<file path="config.mk">
export PLATFORM = sky130hd
export DESIGN_NAME = zcd_ctrl
export DESIGN_NICKNAME = d
export VERILOG_FILES = /design/src/zcd_pkg.sv /design/src/zcd_edge_if.sv /design/src/zcd_edge.sv /design/src/zcd_ctrl.sv
export SDC_FILE = /design/constraint.sdc
export NUM_CORES = 1
export LEC_CHECK = 0
export BUFFER_PORTS_ARGS = -buffer_cell sky130_fd_sc_hd__buf_2
export CORE_ASPECT_RATIO = 1.2
export CORE_UTILIZATION = 30
export CTS_BUF_LIST = sky130_fd_sc_hd__clkbuf_8 sky130_fd_sc_hd__clkbuf_16
export CTS_CLUSTER_SIZE = 12
export DETAILED_ROUTE_END_ITERATION = 8
export MAX_ROUTING_LAYER = met4
export PLACE_DENSITY = 0.59
export SYNTH_ARGS = -nofsm -noshare
export SYNTH_HDL_FRONTEND = slang
export SYNTH_HIERARCHICAL = 1
export SYNTH_SLANG_ARGS = --single-unit
</file>
<file path="constraint.sdc">
create_clock -name sys_clk -period 3.7 [get_ports sys_clk]
set_input_delay 0.37 -clock sys_clk [delete_from_list [all_inputs] [get_ports sys_clk]]
set_output_delay 0.37 -clock sys_clk [all_outputs]
set_load 0.05 [all_outputs]
</file>
<file path="src/zcd_pkg.sv">
// Shared constants for the zero-cross detector control block.
package zcd_pkg;
    localparam int ADDR_W = 12;
    localparam int DATA_W = 8;

    localparam logic [11:0] CTRL_OFFS   = 12'h91f;
    localparam logic [11:0] STATUS_OFFS = 12'h920;
    localparam logic [11:0] MASK_OFFS   = 12'h921;

    localparam int SOFT_EN_BIT = 7;
    localparam int RESULT_BIT  = 5;
    localparam int FLIP_BIT    = 4;
    localparam int RISE_EN_BIT = 1;
    localparam int FALL_EN_BIT = 0;
    localparam int IRQ_BIT     = 0;

    localparam logic       SOFT_EN_RST = 1'h0;
    localparam logic       FLIP_RST    = 1'h0;
    localparam logic       RISE_EN_RST = 1'h0;
    localparam logic       FALL_EN_RST = 1'h0;
    localparam logic       STATUS_RST  = 1'h0;
    localparam logic       MASK_RST    = 1'h0;
    localparam logic [7:0] RDATA_RST   = 8'h00;

    localparam int SYNC_STAGES = 2;
endpackage : zcd_pkg

</file>
<file path="src/zcd_edge_if.sv">
// Interface carrying the conditioned detector level and its edges.
`timescale 1ns/1ps
interface zcd_edge_if;
    logic sense_flip;
    logic level;
    logic rise;
    logic fall;

    modport det
    (
        input  sense_flip,
        output level,
        output rise,
        output fall
    );

    modport ctl
    (
        output sense_flip,
        input  level,
        input  rise,
        input  fall
    );
endinterface : zcd_edge_if

</file>
<file path="src/zcd_edge.sv">
// Synchroniser, polarity adjustment and edge finder for the detector input.
`timescale 1ns/1ps
module zcd_edge
(
    input  wire logic sys_clk,
    input  wire logic rst,
    input  wire logic det_async,
    zcd_edge_if.det   ev
);
    logic sync1_q;
    logic sync2_q;
    logic level_q;
    logic prev_q;

    // Two-stage synchroniser; the first stage feeds only the second.
    always_ff @(posedge sys_clk)
    begin
        if (rst)
        begin
            sync1_q <= 1'h0;
            sync2_q <= 1'h0;
        end
        else
        begin
            sync1_q <= det_async;
            sync2_q <= sync1_q;
        end
    end

    always_ff @(posedge sys_clk)
    begin
        if (rst)
        begin
            level_q <= 1'h0;
            prev_q  <= 1'h0;
        end
        else
        begin
            level_q <= sync2_q ^ ev.sense_flip;
            prev_q  <= level_q;
        end
    end

    assign ev.level = level_q;
    assign ev.rise  = level_q & ~prev_q;
    assign ev.fall  = ~level_q & prev_q;
endmodule : zcd_edge

</file>
<file path="src/zcd_ctrl.sv">
// Control, status and interrupt logic of the zero-cross detector.
`timescale 1ns/1ps
module zcd_ctrl
#(
    parameter int ADDR_W = zcd_pkg::ADDR_W,
    parameter int DATA_W = zcd_pkg::DATA_W
)
(
    input  wire logic              sys_clk,
    input  wire logic              rst,
    input  wire logic              zc_config_fuse,
    input  wire logic              det_async,
    input  wire logic [ADDR_W-1:0] addr,
    input  wire logic [DATA_W-1:0] wr_data,
    input  wire logic              wr_stb,
    input  wire logic              rd_stb,
    output logic      [DATA_W-1:0] rd_data_q,
    output logic                   irq_q,
    output logic                   zc_enabled_q,
    output logic                   zc_out_q
);
    zcd_edge_if ev ();

    logic fuse_q;
    logic soft_en_q;
    logic flip_q;
    logic rise_en_q;
    logic fall_en_q;
    logic status_q;
    logic mask_q;

    logic ctrl_wr;
    logic status_wr;
    logic mask_wr;
    logic ctrl_rd;
    logic status_rd;
    logic mask_rd;
    logic flip_chg;
    logic edge_ev;
    logic ev_any;
    logic status_d;
    logic irq_d;
    logic enabled_d;
    logic [DATA_W-1:0] ctrl_view;
    logic [DATA_W-1:0] rd_data_d;

    zcd_edge u_edge
    (
        .sys_clk   (sys_clk),
        .rst       (rst),
        .det_async (det_async),
        .ev        (ev.det)
    );

    assign ev.sense_flip = flip_q;

    // Address decode for the plain register port.
    always_comb
    begin
        ctrl_wr   = 1'h0;
        status_wr = 1'h0;
        mask_wr   = 1'h0;
        ctrl_rd   = 1'h0;
        status_rd = 1'h0;
        mask_rd   = 1'h0;
        if (addr == ADDR_W'(zcd_pkg::CTRL_OFFS))
        begin
            ctrl_wr = wr_stb;
            ctrl_rd = rd_stb;
        end
        else if (addr == ADDR_W'(zcd_pkg::STATUS_OFFS))
        begin
            status_wr = wr_stb;
            status_rd = rd_stb;
        end
        else if (addr == ADDR_W'(zcd_pkg::MASK_OFFS))
        begin
            mask_wr = wr_stb;
            mask_rd = rd_stb;
        end
    end

    // The fuse is a strap: it is sampled while reset is held and kept after.
    always_ff @(posedge sys_clk)
    begin
        if (rst)
        begin
            fuse_q <= zc_config_fuse;
        end
    end

    // Writable control bits; the result level and unused bits ignore writes.
    always_ff @(posedge sys_clk)
    begin
        if (rst)
        begin
            soft_en_q <= zcd_pkg::SOFT_EN_RST;
            flip_q    <= zcd_pkg::FLIP_RST;
            rise_en_q <= zcd_pkg::RISE_EN_RST;
            fall_en_q <= zcd_pkg::FALL_EN_RST;
        end
        else if (ctrl_wr)
        begin
            soft_en_q <= wr_data[zcd_pkg::SOFT_EN_BIT];
            flip_q    <= wr_data[zcd_pkg::FLIP_BIT];
            rise_en_q <= wr_data[zcd_pkg::RISE_EN_BIT];
            fall_en_q <= wr_data[zcd_pkg::FALL_EN_BIT];
        end
    end

    always_ff @(posedge sys_clk)
    begin
        if (rst)
        begin
            mask_q <= zcd_pkg::MASK_RST;
        end
        else if (mask_wr)
        begin
            mask_q <= wr_data[zcd_pkg::IRQ_BIT];
        end
    end

    // Enable: the fuse at zero overrides the soft enable.
    assign enabled_d = ~fuse_q | soft_en_q;

    always_ff @(posedge sys_clk)
    begin
        if (rst)
        begin
            zc_enabled_q <= 1'h0;
            zc_out_q     <= 1'h0;
        end
        else
        begin
            zc_enabled_q <= enabled_d;
            zc_out_q     <= ev.level;
        end
    end

    // A write that toggles the sense flip is an event by itself.
    assign flip_chg = ctrl_wr & (wr_data[zcd_pkg::FLIP_BIT] != flip_q);

    // Edges count only while the detector is enabled and the edge is enabled.
    assign edge_ev = zc_enabled_q & ((ev.rise & rise_en_q)
                                   | (ev.fall & fall_en_q));
    assign ev_any  = edge_ev | flip_chg;

    // Reading the status register clears the flag; a new event wins.
    always_comb
    begin
        status_d = status_q;
        if (status_rd)
        begin
            status_d = 1'h0;
        end
        if (ev_any)
        begin
            status_d = 1'h1;
        end
    end

    always_ff @(posedge sys_clk)
    begin
        if (rst)
        begin
            status_q <= zcd_pkg::STATUS_RST;
        end
        else
        begin
            status_q <= status_d;
        end
    end

    assign irq_d = status_d & mask_q;

    always_ff @(posedge sys_clk)
    begin
        if (rst)
        begin
            irq_q <= 1'h0;
        end
        else
        begin
            irq_q <= irq_d;
        end
    end

    // Unused bits 6, 3 and 2 read as zero.
    always_comb
    begin
        ctrl_view = '0;
        ctrl_view[zcd_pkg::SOFT_EN_BIT] = soft_en_q;
        ctrl_view[zcd_pkg::RESULT_BIT]  = ev.level;
        ctrl_view[zcd_pkg::FLIP_BIT]    = flip_q;
        ctrl_view[zcd_pkg::RISE_EN_BIT] = rise_en_q;
        ctrl_view[zcd_pkg::FALL_EN_BIT] = fall_en_q;
    end

    // Read data stand only in the cycle after the read strobe.
    always_comb
    begin
        rd_data_d = '0;
        if (ctrl_rd)
        begin
            rd_data_d = ctrl_view;
        end
        else if (status_rd)
        begin
            rd_data_d[zcd_pkg::IRQ_BIT] = status_q;
        end
        else if (mask_rd)
        begin
            rd_data_d[zcd_pkg::IRQ_BIT] = mask_q;
        end
    end

    always_ff @(posedge sys_clk)
    begin
        if (rst)
        begin
            rd_data_q <= DATA_W'(zcd_pkg::RDATA_RST);
        end
        else
        begin
            rd_data_q <= rd_data_d;
        end
    end
endmodule : zcd_ctrl

</file>
# Yosys cells after proc, flatten, opt, wreduce, memory -nomap -nowiden
# Index checks and enable logic that the tools add are counted.
[word_totals]
output_inout_bits = 11
inputBits = 26
word_cells = 50
ff_bits = 21
[op_classes]
reduce_logical = 1
muxes = 15
n_bitwise = 15
n_eq_ne = 4
[op_table]
columns = ["operator", "count"]
rows = [
  ["equality test 12 bit (second input constant)", 3],
  ["two-way mux 1 bit", 15],
  ["AND 1 bit", 7],
  ["inverter 1 bit", 4],
  ["bitwise OR 1 bit", 3],
  ["OR reduction 2 bit", 1],
  ["inequality test 1 bit", 1],
  ["bitwise XOR 1 bit", 1],
]

# Logic depth before layout (Yosys ltp)
# Gate-level depths: netlist of the first run.
[logic_depth]
depth_word = 8
mapped_depth = 4
depth_no_buf = 4

# Cells and area by module
# The synthesis of the first run kept the hierarchy.
[by_module_without_submodules]
columns = ["mod", "cells_each", "seq_area_each_um2", "instances", "area_each_um2"]
rows = [
  ["zcd_ctrl", 60, 310.3, 1, 639.4],
  ["zcd_edge", 11, 80.1, 1, 123.9],
]

# Worst setup path before layout of the first run
# OpenSTA, ideal clock, no wires.
[synth_path]
path_type = "input -> register"
startpoint = "input addr[7]"
endpoint = "register irq_q"
arrival_ps = 1755
slack_ps = 1808
setup_time_ps = 137
path_stages = 4
t_required_ps = 3563
path_buffers = 0
path_cell_list = "or4b_4 or3_1 o41ai_2 a311oi_2"
[synth_between]
elab_chain_cells = 6
elab_cells_between_ends = 10
classes_between = "2 x eq/ne; 5 x mux; 3 x bitwise"
[synth_lines]
columns = ["element", "line", "text"]
rows = [
  ["from (decl)", "zcd_ctrl.sv:13", "input wire logic [ADDR_W-1:0] addr,"],
  ["equality test 12 bit, on equally long branches", "zcd_ctrl.sv:71, zcd_ctrl.sv:66", ""],
  ["two-way mux 1 bit, on equally long branches", "zcd_ctrl.sv:71, zcd_ctrl.sv:66", ""],
  ["two-way mux 1 bit or AND 1 bit (tied branches)", "zcd_ctrl.sv:66, zcd_ctrl.sv:141", ""],
  ["two-way mux 1 bit or bitwise OR 1 bit (tied branches)", "zcd_ctrl.sv:152, zcd_ctrl.sv:146", ""],
  ["two-way mux 1 bit (*)", "zcd_ctrl.sv:156", "if (ev_any)"],
  ["AND 1 bit (*)", "zcd_ctrl.sv:174", "assign irq_d = status_d & mask_q;"],
  ["to (signal assigned)", "zcd_ctrl.sv:184", "irq_q <= irq_d;"],
  ["to (decl)", "zcd_ctrl.sv:18", "output logic irq_q,"],
]
# Every way passes the cells marked *; elsewhere a longest branch is shown, timed or not.
# A chain may end at the register's enable or synchronous reset.

# Worst setup path after layout of the first run
# Ends and elaborated chain as after synthesis.

==> metrics.md, run 1 <==
| Metric | Value |
|---|---|
| Status | complete, no violations |
| End of the worst register-to-register path | irq_q |
| Seq/Total Area, Yosys | about half |
| Fin util | 41.4% |
| R2r startpoint | ev.sense_flip |
| Routed length per instance | 10.0 um |
| Detailed Route WL | ~1.3 mm |
| Number of synthesized flops with an enable pin | 1 |
| Final min period | approximately 1.8 ns |
| Proportion of layout cells with a drive suffix above 1 | 37.3% |
| Sequential share of power | between 50% and 60% |
| Initial Util | 32.4% |
| Height of the die | between 50 and 60 um |
| Die footprint | between 0.002 and 0.003 sq mm |
| IO Pins | 37 |
| Via-to-Cell Ratio | between 4 and 5 |
| Final period utilization | a little under 50% |
| Register-to-Register Path Depth | 3 |
| Slew margin rel. | about two thirds |
| CORE AREA | approximately 0.0024 sq mm |
| Total Routing Usage GR | 11.1% |
| Top_reg_cell synth | dfxtp_1 |
| Worst IR Drop VDD | 0.316 mV |
| Final nets | ~130 |
| Switching share of total power | around 22% |
| Drt pass-1 iters | 2 |
| Internal Power | slightly below 300 uW |
| Post-DRT Antenna Nets | 0 |
| Synth top area cells | dfxtp_1 47%, mux2i_1 7.9%, nor2b_1 4.9% |
| Initial DRC Count | 8 |
| Die width | 48.0 um |
| Global-route wire length before repair | 2.05 mm |
| Pin count of the biggest net entering global routing | 16 |
| Class of the worst hold path | in2reg |
| Final setup vio count | 0 |
| Antenna violations before repair | 0 |
| Area leader, netlist | dfxtp_1 |
| Hold path start | zc_config_fuse |
| Comb pwr share | 8.7% |
| # clock sinks | 19 |
| CP startpoint | addr[7] |
| Max-Cap Viols | 0 |
| Gr ovfl total | 0 |
| H-Tree Level Count | 1 |
| WHS Path Cells | 1 |
| R2R Setup Slk | approximately 2.7 ns |
| Setup TNS | 0 ns |
| Fin. Hold Viols | 0 |
| Worst-path fanout max | 4 |
| RSZ-0062 raised after global routing | no |
| Switch Pwr | about 84 uW |
| CP Data Required Time | ~3.8 ns |
| CP endpoint kind | flop |
| Critical Path AT | a little under 2 ns |
| Most numerous cell in the Yosys netlist | dfxtp_1 |
| IO Port Bufs | 29 |
| DRC viols | 0 |
| Worst-Margin Slew | around 0.51 ns |
| Clock transition at path regs | roughly 0.07 ns |
| Leak Pwr | 0.000417 uW |
| Placed cell count | 129 |
| Via count | about 600 |
| Ant diodes | 0 |
| # rows | 19 |
| Seq cells post-synth | 19 |
| Post-synthesis cell area | about 760 sq um |
| Layout area overhead | 27.5% |
| Syn Area/Cell | ~11 sq um |
| Clk_skew | between 0.002 and 0.003 ns |
| CTS tree | done |
| Clock Path Buffers | 2 |
| Vias in the first global route | between 500 and 600 |
| Setup CP Type | in2reg |
| Fill cells | 238 |
| Hold-fix buffers at CTS | 0 |
| Total CTS buffers | 3 |
| Cell count after synthesis | between 70 and 80 |
| Max Fclk | around 0.55 GHz |
| Fin cells | 133 |
| Yosys warning count | 6 |
| Unique masters post-synth | 28 |
| Worst Hold Endpoint | fuse_q |
| Later-pin clock latency in the skew report | 0.25 ns |
| CP Launch Type | primary input |
| Area fraction of the dominant cell type after synthesis | between 40 and 50% |
| Placer Congestion | 0.745 |
| Synth cell count leaders | 18 x dfxtp_1, 7 x nor2_1, 6 x mux2i_1, 6 x nor2b_1, 4 x and2_1 |
| Max-slew violation count | 0 |
| Post-CTS Resized | 0 |
| Async SR Flop Fraction | 0% |
| CTS Root Cell | clkbuf_8 |
| Dpl hpwl | around 1.0 mm |
| Power per Cell Area | ~390 mW/mm^2 |
| Postcts setup bufs | 0 |
| Final Power | 380 uW |
| Clock Power Share | 35.7% |
[per-layer routing]
| layer | vias up | part of all wire [%] | track usage, % | routed length (um) |
|---|---|---|---|---|
| li1 | 304 | - | - | - |
| met1 | 272 | 45 | 11.9 | 600 |
| met2 | 24 | 47 | 17.0 | 621 |
| met3 | 4 | 6.5 | 4.11 | 86 |
| met4 | 0 | 1.8 | 6.35 | 24 |
| met5 | - | 0 | - | 0 |
[layout make-up]
cell class | count | area (sq um) | share of cell area, %
clock inverters | 1 | 3.75 | 0.386
inverters | 2 | 7.51 | 0.771
multi-input cells | 48 | 347 | 35.6
repair buffers | 29 | 145 | 14.9
well taps | 31 | 38.8 | 3.98
clock buffers | 3 | 41.3 | 4.24
flip-flops and latches | 19 | 390 | 40.1
[cells by family (layout without fill, tap and decap cells)]
logic type	count (synthesis)	count (layout)	synth area share, %
flip-flops	19	19	51.1
buffers and inverters	6	35	4.43
other	1	3	0.491
AND/OR/NAND/NOR	31	31	25.9
multiplexers	6	6	7.87
XOR/XNOR	2	2	2.30
AO/OA/AOI/OAI	6	6	7.87
[power groups by stage]
stage	Clock, uW	Combinational [uW]	Sequential (uW)
detailed placement	0	33.2	215
finish	136	33.2	211
CTS	139	33.2	211
floorplan	0	17.2	218
global placement	0	32.5	215
global route	148	36.4	211
[worst max-delay path by stage]
stage / to / slack (ns) / cells after the start
CTS: irq_q / 1.86 / 5
floorplan: irq_q / 1.81 / 4
finish: irq_q / 1.87 / 5
global route: irq_q / 1.83 / 5
global placement: irq_q / 1.65 / 5
detailed placement: irq_q / 1.60 / 5
[through the flow]
| step | instance area (sq um) | hold slack (ns) | setup slack, ns |
|---|---|---|---|
| after global placement | 928 | 0.417 | 1.65 |
| after global routing | 973 | 0.283 | 1.83 |
| after floorplan | 771 | 0.405 | 1.81 |
| final | 973 | 0.292 | 1.87 |
| after CTS | 973 | 0.289 | 1.86 |
| after detailed placement | 928 | 0.418 | 1.60 |
[sequential cells by signal (all words and copies together), names as in the netlist]
signal	flops
irq_q	1
u_edge/ev.level	1
u_edge/prev_q	1
u_edge/sync1_q	1
u_edge/sync2_q	1
rd_data_q	5
rise_en_q	1
zc_out_q	1
fuse_q	1
fall_en_q	1
ev.sense_flip	1
zc_enabled_q	1
status_q	1
mask_q	1
soft_en_q	1
[critical path, cell delays in order]
cell      delay, ns
buf_2          0.09
or4b_4         0.57
or3_1          0.40
o41ai_2        0.38
a311oi_2       0.15
[cell usage in the layout (no fill, tap or decap), types with 2 or more instances in the layout]
cell and count:
a22o_1 2, and2_1 4, buf_2 29, clkbuf_8 3, conb_1 3, dfxtp_1 18
inv_1 3, mux2i_1 6, nand2_1 3, nor2_1 7, nor2b_1 6, nor4_1 2
Note: power is estimated with default switching activity, not from simulation.
==> inputs of run 2 (changes only) <==
- PLACE_DENSITY: 0.59 -> 0.61
- clock period: 3.7 -> 1.5 ns (I/O delays scaled with it)
==> run 2 against run 1 <==
  * Clock power grew to 2.5 times the previous value
  * Hold slack worse by 0.22 ns
  * Power rose to 2.5 times the previous value
  * Wire length grew 15%
  * Sequential power rose by 150%
  * Global-route usage up 1.8 points
  * Combinational power grew to 2.7 times the previous value
  * Critical path depth did not move
  * Non-clock buffer count increased by 5
  * Register-to-register slack got worse by 2.2 ns
  * Die area unchanged
  * Largest cell class unchanged
==> metrics.md, run 2 (same netlist as run 1, synthesis figures left out) <==
| Metric | Value |
|---|---|
| Hold-fix buffers at CTS | 0 |
| DRC viols | 0 |
| Setup ws final | approximately 0.051 ns |
| Gr ovfl total | 0 |
| Final setup vio count | 0 |
| Post-DRT Antenna Nets | 0 |
| Dpl hpwl | roughly 1.2 mm |
| Power per Cell Area | just over 900 mW/mm^2 |
| Proportion of layout cells with a drive suffix above 1 | a little over two fifths |
| Critical Path AT | approximately 1.6 ns |
| Placer Congestion | roughly 0.75 |
| CP Data Required Time | 1.63 ns |
| Drt pass-1 iters | 4 |
| Fin. Hold Viols | 0 |
| Die footprint | roughly 0.0028 sq mm |
| Clock Path Buffers | 2 |
| CORE AREA | about 0.0024 sq mm |
| Via-to-Cell Ratio | about 4.5 |
| Clock transition at path regs | approximately 0.070 ns |
| Height of the die | 57.3 um |
| Max-slew violation count | 0 |
| Vias in the first global route | 547 |
| Slowest stage delay, CP | 0.53 ns |
| Global-route wire length before repair | about 2.4 mm |
| IO Pins | 37 |
| Via count | ~600 |
| Die width | about 48 um |
| Fill cells | 238 |
| Largest register FFs | 5 |
| Layout area overhead | 36.2% |
| RSZ-0062 raised after global routing | no |
| Total CTS buffers | 3 |
| Leak Pwr | 0.000441 uW |
| Commonest non-fill, non-tap cells in the layout | 29 x buf_2, 18 x dfxtp_1, 7 x nor2_1 |
| Final nets | 134 |
| Pre-CTS WS | -0.326 ns |
| Final period utilization | 96.6% |
| CTS Root Cell | clkbuf_8 |
| Register with the most flip-flops | rd_data_q |
| Status | complete, no violations |
| H-Tree Level Count | 1 |
| CP max-delay cell | or4b_4 |
| Fin util | between 40% and 50% |
| Worst-path fanout max | 2 |
| CTS tree | done |
| Initial DRC Count | 2 |
| Antenna violations before repair | 0 |
| Setup CP Type | in2reg |
| Register Area | approximately 400 sq um |
| CP startpoint | addr[7] |
| Ant diodes | 0 |
| CP Launch Type | primary input |
| Class of the worst hold path | in2reg |
| Initial Util | between 30% and 40% |
| Max-Cap Viols | 0 |
| Total Routing Usage GR | roughly an eighth |
| Clk_skew | 0.00292 ns |
| Hold path start | zc_config_fuse |
| Crit-path cells | buf_2 > or4b_4 > or3_4 > o41ai_4 > a311oi_2 |
| R2r startpoint | u_edge/ev.level |
| Worst IR Drop VDD | approximately 0.64 mV |
| Pin count of the biggest net entering global routing | 15 |
| Detailed Route WL | 1.54 mm |
| Routed length per instance | 11.1 um |
| Final min period | ~1.4 ns |
| Max Fclk | 0.690 GHz |
| Area of the multi-input gates | about 370 sq um |
| Later-pin clock latency in the skew report | 0.25 ns |
| IO Port Bufs | 29 |
| # rows | 19 |
| Setup TNS | 0 ns |
| # clock sinks | 19 |
| Commonest non-fill, non-tap cell in the layout | buf_2 |
| CP endpoint kind | flop |
[run 2: timing repair]
| item | in CTS | in global routing |
|---|---|---|
| gates resized for setup | 3 | 2 |
| setup buffers | 0 | 0 |
| setup endpoints to repair | 7 | 3 |
| pin swaps | 2 | 0 |
[run 2: worst paths after layout]
check,endpoint,slack [ns],depth (start not counted)
worst min-delay path,fuse_q,0.07,1
worst min register to register,zc_enabled_q,0.46,1
worst max register to register,irq_q,0.49,4
worst max-delay path,irq_q,0.05,5
[run 2: where the power goes]
part	total [uW]	internal (uW)	switching [uW]
clock network	343	184	159
registers	521	517	3.66
logic	90.5	34.9	55.6
total	955	736	218
[run 2: metrics by stage]
stage	hold slack (ns)	area (sq um)	std cells	total power (uW)
after floorplan	0.222	771	73	581
after global placement	0.328	966	134	618
after detailed placement	0.336	966	134	620
after CTS	0.0691	1030	138	968
after global routing	0.0651	1040	138	1010
final	0.0713	1040	138	955
[run 2: worst max-delay path: cells and delay by family]
family,cells,cell delay [ns]
AND/OR/NAND/NOR,2,0.92
AO/OA/AOI/OAI,2,0.41
buffers and inverters,1,0.10
[run 2: routing by layer]
layer	up-vias	track usage, %	routed length (um)
met4	0	7.14	32
met2	28	18.9	722
li1	313	-	-
met3	4	3.80	116
met5	-	-	0
met1	270	15.5	662
[run 2: cell type report]
class                   instances  area share (%)
clock inverters                 1           0.481
flip-flops and latches         19            37.5
well taps                      31            3.73
repair buffers                 34            17.6
inverters                       2           0.722
multi-input cells              48            36.0
clock buffers                   3            3.97
